==> src/logic/ulcd_pkg.sv <==
// Constants, types and helpers shared by the line control block
package ulcd_pkg;

  // ==========================================================
  // Register map (byte addresses)
  localparam logic [31:0] ADDR_DATA  = 32'hFFFF0700;
  localparam logic [31:0] ADDR_DIVHI = 32'hFFFF0704;
  localparam logic [31:0] ADDR_LCR0  = 32'hFFFF070C;
  localparam logic [31:0] ADDR_LCR1  = 32'hFFFF0710;
  localparam logic [31:0] ADDR_STAT  = 32'hFFFF071C;

  // ==========================================================
  // Field positions, masks and reset values
  localparam int DIVISOR_ACCESS_BIT_BIT  = 7;
  localparam int BRK_BIT   = 6;
  localparam int SP_BIT    = 5;
  localparam int EPS_BIT   = 4;
  localparam int PEN_BIT   = 3;
  localparam int STOP_BIT  = 2;
  localparam int LOOP_BIT  = 4;
  localparam int RTS_BIT   = 1;
  localparam int DTR_BIT   = 0;
  localparam int ST_DR     = 0;
  localparam int ST_PE     = 2;
  localparam int ST_FE     = 3;
  localparam int ST_THRE   = 5;
  localparam int ST_TEMT   = 6;
  localparam logic [7:0] RST_BYTE  = 8'h00;
  localparam logic [7:0] IEN_MASK  = 8'h0F;
  localparam logic [7:0] LCR1_MASK = 8'h13;

  // ==========================================================
  // Timing counts in baud ticks (sixteen ticks per bit)
  localparam logic [5:0] OVS_LAST    = 6'h0F;
  localparam logic [5:0] HALF_LAST   = 6'h07;
  localparam logic [5:0] STOP1_LAST  = 6'h0F;
  localparam logic [5:0] STOP15_LAST = 6'h17;
  localparam logic [5:0] STOP2_LAST  = 6'h1F;

  // ==========================================================
  // Types
  typedef enum logic [4:0] {
    FR_IDLE  = 5'h01,
    FR_START = 5'h02,
    FR_DATA  = 5'h04,
    FR_PAR   = 5'h08,
    FR_STOP  = 5'h10
  } ulcd_frame_t;

  typedef struct packed {
    logic [1:0] wordLen;
    logic       stopLong;
    logic       parityEn;
    logic       evenSel;
    logic       stick;
  } ulcd_cfg_t;

  typedef struct packed {
    logic [31:0] addr;
    logic        write;
  } ulcd_req_t;

  // ==========================================================
  // Helpers
  function automatic logic [2:0] lastBit(input logic [1:0] wl);
    return {1'b1, wl};
  endfunction

  function automatic logic parityBit(input logic [7:0] d,
                                     input ulcd_cfg_t c);
    logic [7:0] m;
    m = 8'hFF >> (2'd3 - c.wordLen);
    if (c.stick) begin
      return c.evenSel;
    end
    return (^(d & m)) ^ ~c.evenSel;
  endfunction

  function automatic logic [5:0] stopLast(input ulcd_cfg_t c);
    if (!c.stopLong) begin
      return STOP1_LAST;
    end
    return (c.wordLen == 2'h0) ? STOP15_LAST : STOP2_LAST;
  endfunction

endpackage

==> src/logic/ulcd_tx.sv <==
// Character serialiser for the transmit direction
`timescale 1ns/1ps
module ulcd_tx import ulcd_pkg::*; (
  input  wire logic       clk_sys,
  input  wire logic       rst,
  input  wire logic       baudTick,
  input  wire logic       startReq,
  input  wire logic [7:0] txData,
  input  wire ulcd_cfg_t  cfg,
  output      logic       serialOut,
  output      logic       busy
);
  ulcd_frame_t stateReg, stateNext;
  logic [5:0]  cntReg, cntNext;
  logic [2:0]  idxReg, idxNext;
  logic [7:0]  shReg, shNext;
  logic        parReg, parNext;
  logic        bitEnd;

  always_comb begin
    stateNext = stateReg;
    cntNext   = cntReg;
    idxNext   = idxReg;
    shNext    = shReg;
    parNext   = parReg;
    bitEnd    = 1'b0;
    if (baudTick) begin
      cntNext = cntReg + 6'h01;
    end
    case (stateReg)
      FR_IDLE: begin
        cntNext = 6'h00;
        if (startReq) begin
          shNext    = txData;
          parNext   = parityBit(txData, cfg);
          stateNext = FR_START;
        end
      end
      FR_START: begin
        bitEnd = baudTick && cntReg == OVS_LAST;
        if (bitEnd) begin
          stateNext = FR_DATA;
          idxNext   = 3'h0;
        end
      end
      FR_DATA: begin
        bitEnd = baudTick && cntReg == OVS_LAST;
        if (bitEnd) begin
          shNext  = shReg >> 1;
          idxNext = idxReg + 3'h1;
          if (idxReg == lastBit(cfg.wordLen)) begin
            stateNext = cfg.parityEn ? FR_PAR : FR_STOP;
          end
        end
      end
      FR_PAR: begin
        bitEnd = baudTick && cntReg == OVS_LAST;
        if (bitEnd) begin
          stateNext = FR_STOP;
        end
      end
      FR_STOP: begin
        bitEnd = baudTick && cntReg == stopLast(cfg);
        if (bitEnd) begin
          stateNext = FR_IDLE;
        end
      end
      default: stateNext = FR_IDLE;
    endcase
    if (bitEnd) begin
      cntNext = 6'h00;
    end
  end

  always_ff @(posedge clk_sys) begin
    if (rst) begin
      stateReg <= FR_IDLE;
      cntReg   <= 6'h00;
      idxReg   <= 3'h0;
      shReg    <= 8'h00;
      parReg   <= 1'b0;
    end else begin
      stateReg <= stateNext;
      cntReg   <= cntNext;
      idxReg   <= idxNext;
      shReg    <= shNext;
      parReg   <= parNext;
    end
  end

  assign busy      = stateReg != FR_IDLE;
  assign serialOut = (stateReg == FR_START) ? 1'b0 :
                     (stateReg == FR_DATA)  ? shReg[0] :
                     (stateReg == FR_PAR)   ? parReg : 1'b1;
endmodule

==> src/logic/ulcd_rx.sv <==
// Character deserialiser for the receive direction
`timescale 1ns/1ps
module ulcd_rx import ulcd_pkg::*; (
  input  wire logic       clk_sys,
  input  wire logic       rst,
  input  wire logic       baudTick,
  input  wire logic       serialIn,
  input  wire ulcd_cfg_t  cfg,
  output      logic [7:0] rxData,
  output      logic       rxDone,
  output      logic       parErr,
  output      logic       frmErr
);
  ulcd_frame_t stateReg, stateNext;
  logic [5:0]  cntReg, cntNext;
  logic [2:0]  idxReg, idxNext;
  logic [7:0]  shReg, shNext;
  logic        doneNext, peNext, feNext;
  logic        bitEnd;
  logic        lineReg;

  always_comb begin
    stateNext = stateReg;
    cntNext   = (baudTick) ? cntReg + 6'h01 : cntReg;
    idxNext   = idxReg;
    shNext    = shReg;
    doneNext  = 1'b0;
    peNext    = parErr;
    feNext    = frmErr;
    bitEnd    = baudTick && cntReg == OVS_LAST;
    case (stateReg)
      FR_IDLE: begin
        cntNext = 6'h00;
        // Falling edge only, so a low stop bit cannot restart the frame
        if (!serialIn && lineReg) begin
          stateNext = FR_START;
        end
      end
      FR_START: begin
        if (baudTick && cntReg == HALF_LAST) begin
          cntNext   = 6'h00;
          idxNext   = 3'h0;
          peNext    = 1'b0;
          stateNext = serialIn ? FR_IDLE : FR_DATA;
        end
      end
      FR_DATA: begin
        if (bitEnd) begin
          shNext  = {serialIn, shReg[7:1]};
          idxNext = idxReg + 3'h1;
          if (idxReg == lastBit(cfg.wordLen)) begin
            shNext    = {serialIn, shReg[7:1]} >>
                        (3'd7 - lastBit(cfg.wordLen));
            stateNext = cfg.parityEn ? FR_PAR : FR_STOP;
          end
        end
      end
      FR_PAR: begin
        if (bitEnd) begin
          peNext    = serialIn != parityBit(shReg, cfg);
          stateNext = FR_STOP;
        end
      end
      FR_STOP: begin
        if (bitEnd) begin
          feNext    = !serialIn;
          doneNext  = 1'b1;
          stateNext = FR_IDLE;
        end
      end
      default: stateNext = FR_IDLE;
    endcase
    if (bitEnd) begin
      cntNext = 6'h00;
    end
  end

  always_ff @(posedge clk_sys) begin
    if (rst) begin
      stateReg <= FR_IDLE;
      cntReg   <= 6'h00;
      idxReg   <= 3'h0;
      shReg    <= 8'h00;
      rxDone   <= 1'b0;
      parErr   <= 1'b0;
      frmErr   <= 1'b0;
      lineReg  <= 1'b1;
    end else begin
      stateReg <= stateNext;
      cntReg   <= cntNext;
      idxReg   <= idxNext;
      shReg    <= shNext;
      rxDone   <= doneNext;
      parErr   <= peNext;
      frmErr   <= feNext;
      lineReg  <= serialIn;
    end
  end

  assign rxData = shReg;
endmodule

==> src/logic/ulcd_line_ctrl.sv <==
// Line control, divisor and serial pin logic behind an AHB-Lite slave
// ==========================================================
//
// Design decision made here: register access over AHB-Lite.
`timescale 1ns/1ps
module ulcd_line_ctrl import ulcd_pkg::*; (
  input  wire logic        clk_sys,
  input  wire logic        rst,
  input  wire logic        hsel,
  input  wire logic [31:0] haddr,
  input  wire logic [1:0]  htrans,
  input  wire logic        hwrite,
  input  wire logic [2:0]  hsize,
  input  wire logic [31:0] hwdata,
  input  wire logic        hready,
  output      logic        hreadyout,
  output      logic [31:0] hrdata,
  output      logic        hresp,
  input  wire logic        rxPin,
  output      logic        txPin,
  output      logic        rtsN,
  output      logic        dtrN
);
  // ==========================================================
  // Registers
  logic [7:0]  divLoReg, divLoNext;
  logic [7:0]  divHiReg, divHiNext;
  logic [7:0]  lcr0Reg, lcr0Next;
  logic [7:0]  lcr1Reg, lcr1Next;
  logic [7:0]  ienReg, ienNext;
  logic [7:0]  thrReg, thrNext;
  logic        thrFullReg, thrFullNext;
  logic [7:0]  rbrReg, rbrNext;
  logic        drReg, drNext;
  logic        peReg, peNext;
  logic        feReg, feNext;
  ulcd_req_t   reqReg, reqNext;
  logic        pendReg, pendNext;
  logic        hreadyoutNext;
  logic [31:0] hrdataNext;
  logic        txPinNext, rtsNNext, dtrNNext;
  logic [16:0] baudCntReg, baudCntNext;
  logic        tickReg, tickNext;
  logic        rxSync1Reg, rxSync2Reg;

  // ==========================================================
  // Internal wires
  ulcd_cfg_t   cfg;
  logic        accept, wrStb, rdStb, rdRbr, divisor_access_bit;
  logic        txStart, txBusy, txSerial, rxIn;
  logic [7:0]  rxData;
  logic        rxDone, rxParErr, rxFrmErr;
  logic [15:0] divisor;
  logic [16:0] baudLimit;
  logic [7:0]  statusByte;
  logic [7:0]  wByte;

  assign divisor_access_bit    = lcr0Reg[DIVISOR_ACCESS_BIT_BIT];
  assign divisor = {divHiReg, divLoReg};
  assign cfg     = '{wordLen:  lcr0Reg[1:0],
                     stopLong: lcr0Reg[STOP_BIT],
                     parityEn: lcr0Reg[PEN_BIT],
                     evenSel:  lcr0Reg[EPS_BIT],
                     stick:    lcr0Reg[SP_BIT] & lcr0Reg[PEN_BIT]};

  // ==========================================================
  // Bus handshake: one wait cycle, then registered answer
  assign accept = hsel && htrans[1] && hready;
  assign wrStb  = pendReg && reqReg.write;
  assign rdStb  = pendReg && !reqReg.write;
  assign rdRbr  = rdStb && reqReg.addr == ADDR_DATA && !divisor_access_bit;
  assign wByte  = hwdata[7:0];

  always_comb begin
    statusByte         = 8'h00;
    statusByte[ST_DR]  = drReg;
    statusByte[ST_PE]  = peReg;
    statusByte[ST_FE]  = feReg;
    statusByte[ST_THRE] = !thrFullReg;
    statusByte[ST_TEMT] = !thrFullReg && !txBusy;
  end

  always_comb begin
    reqNext       = reqReg;
    pendNext      = 1'b0;
    hreadyoutNext = 1'b1;
    hrdataNext    = hrdata;
    if (accept) begin
      reqNext       = '{addr: haddr, write: hwrite};
      pendNext      = 1'b1;
      hreadyoutNext = 1'b0;
    end
    if (rdStb) begin
      case (reqReg.addr)
        ADDR_DATA:  hrdataNext = {24'h0, divisor_access_bit ? divLoReg : rbrReg};
        ADDR_DIVHI: hrdataNext = {24'h0, divisor_access_bit ? divHiReg : ienReg};
        ADDR_LCR0:  hrdataNext = {24'h0, lcr0Reg};
        ADDR_LCR1:  hrdataNext = {24'h0, lcr1Reg};
        ADDR_STAT:  hrdataNext = {24'h0, statusByte};
        default:    hrdataNext = 32'h0;
      endcase
    end
  end

  // ==========================================================
  // Register writes
  always_comb begin
    divLoNext = divLoReg;
    divHiNext = divHiReg;
    lcr0Next  = lcr0Reg;
    lcr1Next  = lcr1Reg;
    ienNext   = ienReg;
    thrNext   = thrReg;
    thrFullNext = thrFullReg && !txStart;
    if (wrStb) begin
      case (reqReg.addr)
        ADDR_DATA: begin
          if (divisor_access_bit) begin
            divLoNext = wByte;
          end else begin
            thrNext     = wByte;
            thrFullNext = 1'b1;
          end
        end
        ADDR_DIVHI: begin
          if (divisor_access_bit) begin
            divHiNext = wByte;
          end else begin
            ienNext = wByte & IEN_MASK;
          end
        end
        ADDR_LCR0: lcr0Next = wByte;
        ADDR_LCR1: lcr1Next = wByte & LCR1_MASK;
        default:   lcr0Next = lcr0Reg;
      endcase
    end
  end

  // ==========================================================
  // Receive flags: a new character wins over a clearing read
  always_comb begin
    rbrNext = rxDone ? rxData : rbrReg;
    drNext  = rxDone || (drReg && !rdRbr);
    peNext  = (rxDone && rxParErr) || (peReg && !rdRbr);
    feNext  = (rxDone && rxFrmErr) || (feReg && !rdRbr);
  end

  // ==========================================================
  // Baud tick at sixteen times the bit rate
  assign baudLimit = {divisor, 1'b0} - 17'h00001;

  always_comb begin
    baudCntNext = baudCntReg + 17'h00001;
    tickNext    = 1'b0;
    if (divisor == 16'h0000) begin
      baudCntNext = 17'h00000;
    end else if (baudCntReg >= baudLimit) begin
      baudCntNext = 17'h00000;
      tickNext    = 1'b1;
    end
  end

  // ==========================================================
  // Serial pins and transmit start
  assign txStart = thrFullReg && !txBusy;
  assign rxIn    = lcr1Reg[LOOP_BIT] ? txSerial : rxSync2Reg;

  always_comb begin
    txPinNext = txSerial;
    if (lcr1Reg[LOOP_BIT]) begin
      txPinNext = 1'b1;
    end else if (lcr0Reg[BRK_BIT]) begin
      txPinNext = 1'b0;
    end
    rtsNNext = !lcr1Reg[RTS_BIT];
    dtrNNext = !lcr1Reg[DTR_BIT];
  end

  // ==========================================================
  // State registers
  always_ff @(posedge clk_sys) begin
    if (rst) begin
      divLoReg   <= RST_BYTE;
      divHiReg   <= RST_BYTE;
      lcr0Reg    <= RST_BYTE;
      lcr1Reg    <= RST_BYTE;
      ienReg     <= RST_BYTE;
      thrReg     <= RST_BYTE;
      thrFullReg <= 1'b0;
      rbrReg     <= RST_BYTE;
      drReg      <= 1'b0;
      peReg      <= 1'b0;
      feReg      <= 1'b0;
      reqReg     <= '{addr: 32'h0, write: 1'b0};
      pendReg    <= 1'b0;
      hreadyout  <= 1'b1;
      hrdata     <= 32'h0;
      hresp      <= 1'b0;
      txPin      <= 1'b1;
      rtsN       <= 1'b1;
      dtrN       <= 1'b1;
      baudCntReg <= 17'h00000;
      tickReg    <= 1'b0;
      rxSync1Reg <= 1'b1;
      rxSync2Reg <= 1'b1;
    end else begin
      divLoReg   <= divLoNext;
      divHiReg   <= divHiNext;
      lcr0Reg    <= lcr0Next;
      lcr1Reg    <= lcr1Next;
      ienReg     <= ienNext;
      thrReg     <= thrNext;
      thrFullReg <= thrFullNext;
      rbrReg     <= rbrNext;
      drReg      <= drNext;
      peReg      <= peNext;
      feReg      <= feNext;
      reqReg     <= reqNext;
      pendReg    <= pendNext;
      hreadyout  <= hreadyoutNext;
      hrdata     <= hrdataNext;
      hresp      <= 1'b0;
      txPin      <= txPinNext;
      rtsN       <= rtsNNext;
      dtrN       <= dtrNNext;
      baudCntReg <= baudCntNext;
      tickReg    <= tickNext;
      rxSync1Reg <= rxPin;
      rxSync2Reg <= rxSync1Reg;
    end
  end

  // ==========================================================
  // Serial engines
  ulcd_tx u_tx (
    .clk_sys   (clk_sys),
    .rst       (rst),
    .baudTick  (tickReg),
    .startReq  (txStart),
    .txData    (thrReg),
    .cfg       (cfg),
    .serialOut (txSerial),
    .busy      (txBusy)
  );

  ulcd_rx u_rx (
    .clk_sys  (clk_sys),
    .rst      (rst),
    .baudTick (tickReg),
    .serialIn (rxIn),
    .cfg      (cfg),
    .rxData   (rxData),
    .rxDone   (rxDone),
    .parErr   (rxParErr),
    .frmErr   (rxFrmErr)
  );
endmodule

==> config.mk <==
export PLATFORM = sky130hd
export DESIGN_NAME = ulcd_line_ctrl
export DESIGN_NICKNAME = d
export VERILOG_FILES = /design/src/logic/ulcd_pkg.sv /design/src/logic/ulcd_tx.sv /design/src/logic/ulcd_rx.sv /design/src/logic/ulcd_line_ctrl.sv
export SDC_FILE = /design/constraint.sdc
export NUM_CORES = 1
export LEC_CHECK = 0
export ABC_AREA = 1
export BUFFER_PORTS_ARGS = -buffer_cell sky130_fd_sc_hd__buf_2
export CORE_MARGIN = 5
export CORE_UTILIZATION = 55
export CTS_CLUSTER_DIAMETER = 60
export DETAILED_ROUTE_END_ITERATION = 16
export GPL_ROUTABILITY_DRIVEN = 1
export HOLD_SLACK_MARGIN = 0.1
export PLACE_DENSITY = 0.76
export SETUP_SLACK_MARGIN = 0.2
export SYNTH_ARGS = -nofsm -noshare
export SYNTH_HDL_FRONTEND = slang
export SYNTH_SLANG_ARGS = --single-unit
==> constraint.sdc <==
create_clock -name clk_sys -period 5.8 [get_ports clk_sys]
set_input_delay 0.29 -clock clk_sys [delete_from_list [all_inputs] [get_ports clk_sys]]
set_output_delay 0.29 -clock clk_sys [all_outputs]
set_load 0.005 [all_outputs]
; ---- Word-level counts from Yosys, hierarchy flattened
; Cells that the tools add are included.
[totals]
elab_cells = 215
inputBits = 75
reg_bits = 190
out_inout_bits = 37
[op_classes]
n_bitwise = 8
n_shift = 2
n_eq_ne = 35
add_sub_neg = 8
mux = 64
n_lt_le_gt_ge = 1
n_reduce_logical = 61
[op_table]
columns = op, n
row1 = $eq 32x32->1 const B, 5
row2 = $mux 5, 13
row3 = $pmux 5 s5, 2
row4 = $mux 8, 5
row5 = $pmux 8 s5, 1
row6 = $mux 6, 5
row7 = $mux 1, 26
row8 = $reduce_and 3->1, 8
row9 = $ne 2x1->1 const B, 11
row10 = $logic_and 1x1->1, 19
row11 = $add 17x1->17 const B, 1
row12 = $ge 17x17->1, 1
row13 = $sub 17x1->17 const B, 1
row14 = $and 8x8->8, 2
row15 = $logic_not 16->1, 1
row16 = $pmux 8 s2, 1
row17 = $reduce_xor 8->1, 2
row18 = $mux 3, 5
row19 = $add 6x1->6 const B, 2
row20 = $eq 6x4->1 const B, 2
row21 = $pmux 3 s2, 2
row22 = $pmux 6 s2, 1
row23 = $reduce_and 6->1, 2
row24 = $eq 5x1->1 const B, 2
row25 = other kinds (27), 59

; ---- Logic depth before layout (Yosys ltp)
; Gate-level depths: netlist of the first run.
[depth]
ltp_word = 11
mapped_depth = 18
depth_no_buf = 18

; ---- Modules after synthesis
; From an unflattened synthesis of the first run, not the netlist that was laid out.
[unflattened]
hier_cells = 1260
area_unflattened_um2 = 8829.7
[by_module_without_submodules]
columns = mod, instances, area_per_inst_um2, cells_each, seq_area_each_um2
row1 = ulcd_line_ctrl, 1, 5753.0, 796, 2342.2
row2 = ulcd_rx, 1, 1605.3, 254, 520.5
row3 = ulcd_tx, 1, 1471.4, 210, 460.4

; ---- Worst setup path before layout of the first run
; Ideal clock, no wire load.
[synth_path]
path_kind = flip-flop to flip-flop
start = register divLoReg[2]
end = register baudCntReg[14]
t_required_ps = 5736
path_stages_with_launch = 19
path_buffers = 1
arrival_time_ps = 2450
path_slack_ps = 3286
path_cell_list = dfxtp_1 > nor2_1 > nand3_1 > nor2_2 > nand2_1 > nor2_1 > nand4_1 > nor2_1 > a21oi_1 > nor2_1 > ha_1 > nand2_1 > inv_1 > o21ai_0 > nand2_1 > nor2_1 > nand4_2 > buf_2 > nor2_1
[synth_via]
elab_chain_len = 3
elab_cells_between_ends = 4
[synth_lines]
columns = element, line
row1 = start: declaration, ulcd_line_ctrl.sv:26  ; logic [7:0] divLoReg, divLoNext;
row2 = start signal: assignment, ulcd_line_ctrl.sv:207  ; divLoReg <= divLoNext;
row3 = $sub 17x1->17, ulcd_line_ctrl.sv:150  ; assign baudLimit = {divisor, 1'b0} - 17'h00001;
row4 = $ge 17x17->1, ulcd_line_ctrl.sv:157  ; end else if (baudCntReg >= baudLimit) begin
row5 = $reduce_or 3->1 (no line) (*), -
row6 = end signal: assignment, ulcd_line_ctrl.sv:226  ; baudCntReg <= baudCntNext;
row7 = end: declaration, ulcd_line_ctrl.sv:42  ; logic [16:0] baudCntReg, baudCntNext;
; Mark *: on every way between the ends. The rest lies on a longest branch, timed or not.
; A chain may end at the register's enable or synchronous reset.

; ---- Worst setup path in the final report of the first run
[layout_path]
start = register divLoReg[2]
end = register baudCntReg[4]
; The elaborated chain is that of the path after synthesis.

==> metrics.txt, run 1 <==
Setup TNS 0 ns; Worst R2R Setup Slack 2.67 ns; clk sink count 166; GRT overflow 0; Worst VDD drop 0.000217 V; Starting Density 55.4%; Initial DRC Count 580; htree depth 4; PostCTS Resize Cnt 0; most used cell, CP nor2_1; worst endpoint required time 6.15 ns; Synth Instances 1225; class of the worst hold path in2reg; pwr dens 272 nW/um^2; antenna cells 0; sequential fraction of the synthesis area 38.2%; Max-slew headroom 41.8%; MaxCap Viol Count 0; Worst Path Arrival 3.48 ns; largest net degree at the start of global routing 74; # Post-CTS Setup Buffers 0; final hold slack 0.159 ns; largest cells by area after synthesis dfxtp_1 (38%), nand2_1 (14%), a21oi_1 (6.1%); IO Pins 112; Slowest-stage cell, CP nand4_2; utilization after layout 63.5%; Cell Chain, Critical Path nor2_1 > nand3_1 > nor2_2 > nand2_1 > nor2_1 > nand4_1 > nor2_1 > a21oi_1 > nor2_1 > ha_1 > nand2_1 > inv_1 > o21ai_0 > nand2_1 > nor2_1 > nand4_2 > nor3b_1; # port buffers 58; P_leak 4.19 nW; first-pass GRT wire length 34600 microns; Syn Std Cell Area 8700 sq um; clk_skew 0.0103 ns; Netlist cell types 50; layout cells sized above 1 12.7%; Worst-Skew Late Latency 0.44 ns; Vias 7994; Final WS setup 2.67 ns; WP buf/inv 1; Mapped Avg Cell Area 7.10 sq um; minimum clock period 3.13 ns; # setup viols final 0; initial antenna violation count 0; area leader, netlist dfxtp_1; final hold viol count 0; #FFs+latches synth 166; Rows 46; top-count cell post-synth nand2_1; Final GP Congestion 0.892; DRC 0; total power 2.72 mW; Setup CP Type reg2reg; Ys Warns 0; number of global-route vias before repair 7410; Final Max Tran Viols 0; nets 1403; CTS clk-pin slew, worst paths 0.07 ns; Critical Path End Type flop; CTS tree built; share of the synthesized area in the top cell type 38.2%; DR WL/cell 13.7 microns; max incr delay on CP 0.43 ns; Post-synth EDFFs 0; most frequent cells after synthesis nand2_1 (323), dfxtp_1 (166), inv_1 (123), a21oi_1 (106), nand3_1 (87); Max FO, Critical Path 17; CORE AREA 15700 sq um; GRT Total Usage 23.2%; Die Wd 136 microns; Worst setup SP type flop; Root Driver clkbuf_16; Synth Flop Type dfxtp_1; worst slack, placed 2.67 ns; dpl hpwl 14300 microns; Die Footprint 18400 sq um; Vias/cell 5.21; RSZ-0062 raised after global routing no; worst-margin pin slew 0.873 ns; cts bufs inserted 17; post-route ant nets 0; FMAX 0.319 GHz; clk buf depth 2; outcome finished, final reports clean; synth-to-layout area growth 14.7%; Post-synth ARST share 0%; crit share post-route 54.0%; Top delay family on crit path simple AND/OR/NAND/NOR gates; Routed WL 20900 microns; die height 136 microns; first drt pass iteration count 5
## final cells by class
type                            instances  area [sq um]
Tap cell                              216           270
Sequential cell                       166          3320
Multi-Input combinational cell        884          4580
Timing Repair Buffer                   95           653
Clock inverter                         12           164
Fill cell                            1431          5740
Clock buffer                           20           457
Inverter                              141           529
## routing by layer
| layer | up-vias | routed length [microns] | track usage [%] |
|---|---|---|---|
| met5 | - | 0 | 0 |
| met4 | 0 | 279 | 6.89 |
| met3 | 26 | 1380 | 6.02 |
| met2 | 223 | 9910 | 38.3 |
| met1 | 3663 | 9390 | 30.0 |
| li1 | 4082 | - | - |
## stage by stage
| stage | instances | cell area [sq um] |
|---|---|---|
| 3_3_place_gp | 1468 | 9020 |
| 6_report | 1534 | 9980 |
| 2_1_floorplan | 1249 | 8790 |
| 5_1_grt | 1534 | 9980 |
| 3_5_place_dp | 1468 | 9020 |
| 4_1_cts | 1534 | 9980 |
## cell usage in the layout, fill, tap and decap left out, types with 3 or more instances in the layout
master,Yosys,final
xor2_1,24,24
xnor2_1,13,13
inv_6,0,5
nand4_2,3,3
nor3b_1,5,5
buf_4,29,3
nand2_2,9,9
o21ai_0,80,80
a21oi_1,106,106
or2_2,5,5
nand2_1,323,323
nor2_4,9,9
nor3_1,15,15
a211oi_2,3,3
dlygate4sd3_1,0,34
ha_1,23,23
conb_1,1,25
inv_1,123,123
nand4_1,24,24
bufinv_16,0,3
buf_2,5,58
nor3_2,4,4
o211ai_1,3,3
clkbuf_16,0,17
inv_2,16,16
nor2_1,79,78
nor2_8,3,3
nand3_1,87,87
dfxtp_1,166,166
nor2_2,10,11
o21ai_1,7,7
## state kept, by name, indices dropped and copies added, names as in the netlist, 3 cells and up
| register | cells |
|---|---|
| hrdata | 8 |
| u_rx.rxData | 8 |
| u_tx.idxReg | 3 |
| ienReg | 4 |
| u_rx.cntReg | 6 |
| u_tx.cntReg | 6 |
| thrReg | 8 |
| lcr1Reg | 3 |
| lcr0Reg | 8 |
| divLoReg | 8 |
| baudCntReg | 17 |
| divHiReg | 8 |
| rbrReg | 8 |
| u_tx.stateReg | 5 |
| u_rx.stateReg | 5 |
| u_tx.shReg | 8 |
| reqReg | 33 |
| u_rx.idxReg | 3 |
## path summary, 6_finish.rpt
kind               start       endpoint  cells after the start
min            hwdata[7]    divHiReg[7]                      3
max reg2reg  divLoReg[2]  baudCntReg[4]                     17
min reg2reg   rxSync1Reg     rxSync2Reg                      1
max          divLoReg[2]  baudCntReg[4]                     17
## kinds of logic after synthesis
family / Yosys count / synth area share (%)
compound gates: 209 / 12.7
xor+xnor: 37 / 3.73
fa+ha+maj: 23 / 3.31
buf+inv: 199 / 10.2
flops: 166 / 38.2
mux: 2 / 0.230
other cells: 1 / 0.0431
simple gates: 588 / 31.6
## repair_timing
action	in CTS	in global routing
endpoints found under the setup margin	0	0
hold endpoints to repair	34	0
hold buffers	34	0
## power breakdown
group / internal [mW] / switching, mW / total [mW]
clock: 0.708 / 0.485 / 1.19
sequential: 1.18 / 0.0190 / 1.20
combinational: 0.107 / 0.219 / 0.326
## worst reg2reg max path: cells and delay by family (launching register included)
family                   cells  cell delay [ns]
buffers and inverters        1             0.03
adder cells (fa/ha/maj)      1             0.25
AND/OR/NAND/NOR             13             2.22
flip-flops                   1             0.36
AO/OA/AOI/OAI                2             0.20
Note: power is estimated with default switching activity, not from simulation.
==> inputs of run 2 (changes only) <==
==> constraint.sdc (replaced) <==
create_clock -name clk_sys -period 2.9 [get_ports clk_sys]
set_input_delay 0.145 -clock clk_sys [delete_from_list [all_inputs] [get_ports clk_sys]]
set_output_delay 0.145 -clock clk_sys [all_outputs]
set_load 0.005 [all_outputs]
==> run 2 against run 1 <==
  * Hold slack better by 0.13 ns
  * Highest routed layer unchanged
  * Largest cell class unchanged
  * Count of clock-buffer cells in the layout is 3 higher
  * Sequential share of layout area decreased by 0.98 points
==> metrics.txt, run 2 (same netlist as run 1, synthesis figures left out) <==
outcome finished, final reports clean; cts bufs inserted 17; clk_skew 0.00667 ns; Top delay family on crit path simple AND/OR/NAND/NOR gates; minimum clock period 2.78 ns; P_leak 4.33 nW; Routed WL 21400 microns; Critical Path End Type flop; largest net degree at the start of global routing 73; number of global-route vias before repair 7566; Worst-Skew Late Latency 0.43 ns; most common cell after layout, fill and taps aside nand2_1; htree depth 4; worst slack, placed 0.111 ns; Max-slew headroom 47.1%; Vias 8093; Starting Density 55.4%; Worst VDD drop 0.000472 V; crit share post-route 96.0%; placed cell area 9070 sq um; IO Pins 112; antenna cells 0; RSZ-0062 raised after global routing yes; GRT Total Usage 23.5%; register with the most flip-flops reqReg; Die Footprint 18400 sq um; GRT overflow 0; die height 136 microns; Worst setup SP type flop; initial antenna violation count 0; CTS clk-pin slew, worst paths 0.06 ns; worst-margin pin slew 0.786 ns; Initial DRC Count 596; CORE AREA 15700 sq um; final hold viol count 0; Final Max Tran Viols 0; clk buf depth 2; fin cells 1555; WP buf/inv 3; Vias/cell 5.20; post-route cell area 10300 sq um; MaxCap Viol Count 0; FMAX 0.359 GHz; Final WS setup 0.116 ns; # port buffers 58; most used cell, CP nor2_4; first drt pass iteration count 7; clk sink count 166; layout cells sized above 1 14.4%; Max FO, Critical Path 8; pwr dens 531 nW/um^2; Setup TNS 0 ns; # setup viols final 0; post-route ant nets 0; Root Driver clkbuf_16; Worst Path Arrival 3.10 ns; Cell Chain, Critical Path nor2_4 > nand3_2 > nor2_4 > nand2_4 > nor2_4 > nand4_1 > buf_4 > xor2_1 > ha_1 > nand2_1 > inv_2 > nand3_2 > nor2_4 > nand4_1 > nand4_4 > clkbuf_16 > nor2_1; Die Wd 136 microns; dpl hpwl 14500 microns; Rows 46; first-pass GRT wire length 35100 microns; Final GP Congestion 0.931; nets 1424; CTS tree built; DR WL/cell 13.8 microns; max incr delay on CP 0.36 ns; commonest non-fill, non-tap cells in the layout nand2_1 (322), dfxtp_1 (165), inv_1 (120); Cells after DPL 1475; class of the worst hold path in2reg; Regs by FF count reqReg x33, baudCntReg x17; Slowest-stage cell, CP dfxtp_4; worst endpoint required time 3.22 ns; Setup CP Type reg2reg; total power 5.46 mW; synth-to-layout area growth 18.3%; DRC 0; Largest register FFs 33
run 2: cell types whose count changed in the layout (fill, tap and decap cells not counted), moves of 2 or more:
cell,change
inv_6,-4
dlygate4sd3_1,+8
nand3_1,-2
nor2_1,-4
clkbuf_16,+2
clkbuf_8,+3
inv_2,+3
nor2_4,+5
inv_1,-3
nand3_2,+2
buf_4,+10
run 2: power breakdown:
group | switching (mW) | internal, mW | total, mW
registers | 0.0379 | 2.36 | 2.39
logic | 0.421 | 0.224 | 0.644
clock network | 0.943 | 1.48 | 2.42
total | 1.40 | 4.06 | 5.46
run 2: what timing repair did:
action / CTS / global route
buffers inserted: 0 / 4
setup endpoints to repair: 17 / 18
gates resized for setup: 3 / 21
pin swaps: 0 / 13
hold buffers: 42 / 0
gates cloned: 0 / 2
hold endpoints to repair: 73 / 0
run 2: worst min-delay path, cell delays in order:
cell	delay, ns
buf_2	0.11
clkinv_1	0.32
nand2_1	0.08
run 2: cell type report:
class,instances,area (sq um)
fillers,1353,5420
clock buffers,23,498
inverters,141,529
flip-flops and latches,166,3330
well taps,216,270
multi-input cells,884,4650
repair buffers,116,873
clock inverters,9,140
run 2: path summary, 6_finish.rpt:
kind | start | endpoint | slack [ns] | cells past startpoint
setup / recovery | divLoReg[3] | baudCntReg[10] | 0.12 | 17
hold / removal | rst | dtrN | 0.29 | 3
setup reg to reg | divLoReg[3] | baudCntReg[10] | 0.12 | 17
hold reg to reg | lcr1Reg[0] | dtrN | 0.41 | 1
run 2: through the flow:
step | util (%) | hold slack [ns]
6_report | 65.5 | 0.288
5_1_grt | 65.5 | 0.327
3_5_place_dp | 57.7 | 0.337
2_1_floorplan | - | 0.248
4_1_cts | 64.5 | 0.271
3_3_place_gp | 57.7 | 0.333
run 2: layer usage:
| layer | GRT usage (%) | vias to the layer above | share of wire (%) | wire length [microns] |
|---|---|---|---|---|
| met2 | 38.3 | 222 | 47 | 10100 |
| met1 | 31.2 | 3710 | 45 | 9590 |
| met3 | 5.42 | 34 | 6.6 | 1420 |
| li1 | - | 4127 | - | - |
| met5 | 0 | - | 0 | 0 |
| met4 | 7.05 | 0 | 1.5 | 324 |
==> inputs of run 3 (changes only) <==
--- a/config.mk
+++ b/config.mk
@@ -5,15 +5,15 @@
 export SDC_FILE = /design/constraint.sdc
 export NUM_CORES = 1
 export LEC_CHECK = 0
-export ABC_AREA = 1
 export BUFFER_PORTS_ARGS = -buffer_cell sky130_fd_sc_hd__buf_2
 export CORE_MARGIN = 5
 export CORE_UTILIZATION = 55
 export CTS_CLUSTER_DIAMETER = 60
+export CTS_CLUSTER_SIZE = 25
 export DETAILED_ROUTE_END_ITERATION = 16
 export GPL_ROUTABILITY_DRIVEN = 1
 export HOLD_SLACK_MARGIN = 0.1
-export PLACE_DENSITY = 0.76
+export PLACE_DENSITY = 0.77
 export SETUP_SLACK_MARGIN = 0.2
 export SYNTH_ARGS = -nofsm -noshare
 export SYNTH_HDL_FRONTEND = slang
==> run 3 against run 2 <==
  * The flow now finishes with violations (negative setup slack)
  * Register-to-register slack got worse by 0.31 ns
  * Count of clock-buffer cells in the layout fell by 6
  * Synthesized cell count fell by 26%
  * Area after synthesis fell by 6.3%
  * Non-clock buffer count rose by 22
  * Critical endpoint is now baudCntReg[2]
  * Largest cell class unchanged
  * Largest power group is now registers
==> metrics.txt, run 3 <==
outcome complete, but fails checks; violated checks negative setup slack; Sw Pwr 1.13 mW; Netlist cell types 76; Sw Ratio 23.9%; minimum clock period 3.10 ns; worst-margin pin slew 0.905 ns; Cell Chain, Critical Path or4_4 > nor3_4 > buf_6 > nand2_1 > nor3_2 > xnor2_1 > ha_1 > a21o_1 > a211o_1 > a211o_1 > a211oi_2 > nor3_4 > buf_12 > nor2_1; Mapped Avg Cell Area 9.05 sq um; total internal power 3.60 mW; Syn Std Cell Area 8150 sq um; Synth Flop Type dfxtp_1; IO Pins 112; nets 1113; reg2reg end baudCntReg[2]; GRT Total Usage 23.2%; placed cell area 8700 sq um; register share of total power 49.0%; FMAX 0.323 GHz; Rows 44; WHS Endpoint u_tx.idxReg[0]; largest net degree at the start of global routing 38; Gate power share 4.5%; Final Max Tran Viols 0; post-route ant nets 0; Post-synth EDFFs 0; total power 4.73 mW; Largest register FFs 33; P_leak 3.99 nW; GRT overflow 0; path depth of the worst reg2reg path 14; Synth Instances 901; Setup CP Type reg2reg; MaxCap Viol Count 0; # port buffers 58; met2 WL post-DR 9430 microns; synth-to-layout area growth 19.8%; clk_skew 0.0110 ns; Worst Path Arrival 3.46 ns; class of the worst hold path in2reg; largest cells by area after synthesis dfxtp_1 (41%), mux2i_1 (8.6%), nor2_1 (6.8%); antenna cells 0; WHS Path Cells 2; register with the most flip-flops reqReg; area leader, netlist dfxtp_1; Vias 7023; first-pass GRT wire length 33700 microns; clock share of power 46.5%; clk sink count 166; top routing layer used met5; Regs by FF count reqReg x33, baudCntReg x17; Max-slew headroom 39.6%; htree depth 4; Initial DRC Count 532; max incr delay on CP 0.55 ns; hold path startpoint rst; initial antenna violation count 1; most common cell after layout, fill and taps aside dfxtp_1; Root Driver clkbuf_16; Slowest-stage cell, CP or4_4; number of global-route vias before repair 6741; cts bufs inserted 17; commonest non-fill, non-tap cells in the layout dfxtp_1 (165), nor2_1 (143), mux2i_1 (70); Post-synth ARST share 0%; crit share post-route 107%; Die Wd 132 microns; met3 WL 1440 microns; CTS tree built; # setup viols final 18; Critical Path End Type flop; die height 132 microns; Max FO, Critical Path 17; Met1 Wirelength 8990 microns; Worst R2R Setup Slack -0.20 ns; sequential fraction of the synthesis area 40.8%; Worst-Skew Late Latency 0.43 ns; pwr dens 484 nW/um^2; clk buf depth 2; Ys Warns 0; worst slack, placed -0.290 ns; Die Footprint 17400 sq um; Worst VDD drop 0.000415 V; #FFs+latches synth 166; Setup TNS -3.16 ns; final hold slack 0.133 ns; CORE AREA 14500 sq um; Routed WL 20600 microns; R2R Path Start divLoReg[5]; worst endpoint required time 3.26 ns; Starting Density 56.1%; Final WS setup -0.198 ns; most frequent cells after synthesis dfxtp_1 (166), nor2_1 (147), mux2i_1 (70), nand2_1 (53), a22o_1 (38); first drt pass iteration count 7; CTS clk-pin slew, worst paths 0.07 ns; Vias/cell 5.79; Worst setup SP type flop; post-route cell area 9760 sq um; layout cells sized above 1 15.1%; dpl hpwl 13400 microns; DRC 0; DR WL/cell 17.0 microns; share of the synthesized area in the top cell type 40.8%; final hold viol count 0; Final GP Congestion 0.871; RSZ-0062 raised after global routing yes; top-count cell post-synth dfxtp_1
-- run 3: cell count changes in the layout (fill, tap and decap cells not counted), moves of 65 or more --
cell	previous run	this run
nor2_1	74	143
nand2_1	322	52
mux2i_1	2	70
a21oi_1	106	24
nand3_1	85	20
inv_1	120	19
-- run 3: metal layers --
layer	up-vias	global-route usage (%)
li1	3402	-
met1	3297	30.3
met2	264	36.9
met3	58	5.76
met4	2	9.31
met5	-	0
-- run 3: worst max-delay path by stage --
| stage | from | endpoint | slack [ns] | cells past startpoint |
|---|---|---|---|---|
| floorplan | divLoReg[5] | baudCntReg[0] | -0.25 | 13 |
| global placement | divLoReg[5] | baudCntReg[0] | -0.19 | 13 |
| detailed placement | divLoReg[5] | baudCntReg[9] | -0.29 | 14 |
| CTS | divLoReg[5] | baudCntReg[9] | -0.15 | 14 |
| global route | divLoReg[5] | baudCntReg[0] | -0.37 | 14 |
| finish | divLoReg[5] | baudCntReg[2] | -0.20 | 14 |
-- run 3: area by class of cell --
cell class / count / area [sq um]
repair buffers: 138 / 1020
multi-input cells: 672 / 4540
clock buffers: 17 / 425
clock inverters: 15 / 144
fillers: 1117 / 4770
well taps: 184 / 230
inverters: 20 / 75.1
flip-flops and latches: 166 / 3320
-- run 3: repair_timing --
item | in CTS | in global routing
pin swaps | 6 | 0
hold buffers | 44 | 0
setup endpoints to repair | 18 | 18
hold endpoints to repair | 66 | 0
gates resized for setup | 3 | 5
setup buffers | 1 | 2
-- run 3: metrics by stage --
step	std cells	utilization (%)
after global placement	1133	59.8
after detailed placement	1133	59.8
after CTS	1210	66.9
final	1212	67.2
after floorplan	925	-
after global routing	1212	67.2
-- run 3: logic make-up after synthesis --
logic type	after synthesis	synth area share, %
AOI/OAI and AO/OA	157	14.3
muxes	71	8.87
and+or+nand+nor	336	20.7
other	1	0.0460
xor gates and xnor gates	60	6.45
buffers and inverters	87	5.34
adders and majority gates	23	3.53
DFF	166	40.8
-- run 3: power by group through the flow --
| stage | sequential, mW | combinational (mW) | clock [mW] |
|---|---|---|---|
| after floorplan | 2.36 | 0.117 | 0 |
| after global placement | 2.37 | 0.155 | 0 |
| after detailed placement | 2.37 | 0.156 | 0 |
| after CTS | 2.32 | 0.202 | 2.21 |
| after global routing | 2.32 | 0.230 | 2.31 |
| final | 2.32 | 0.213 | 2.20 |
-- run 3: worst max-delay path: cells and delay by family, from the launching register on --
family | cells | cell delay [ns]
XOR/XNOR | 1 | 0.10
AND/OR/NAND/NOR | 6 | 1.16
adder cells (fa/ha/maj) | 1 | 0.21
buffers and inverters | 2 | 0.28
flip-flops | 1 | 0.32
AO/OA/AOI/OAI | 4 | 0.96
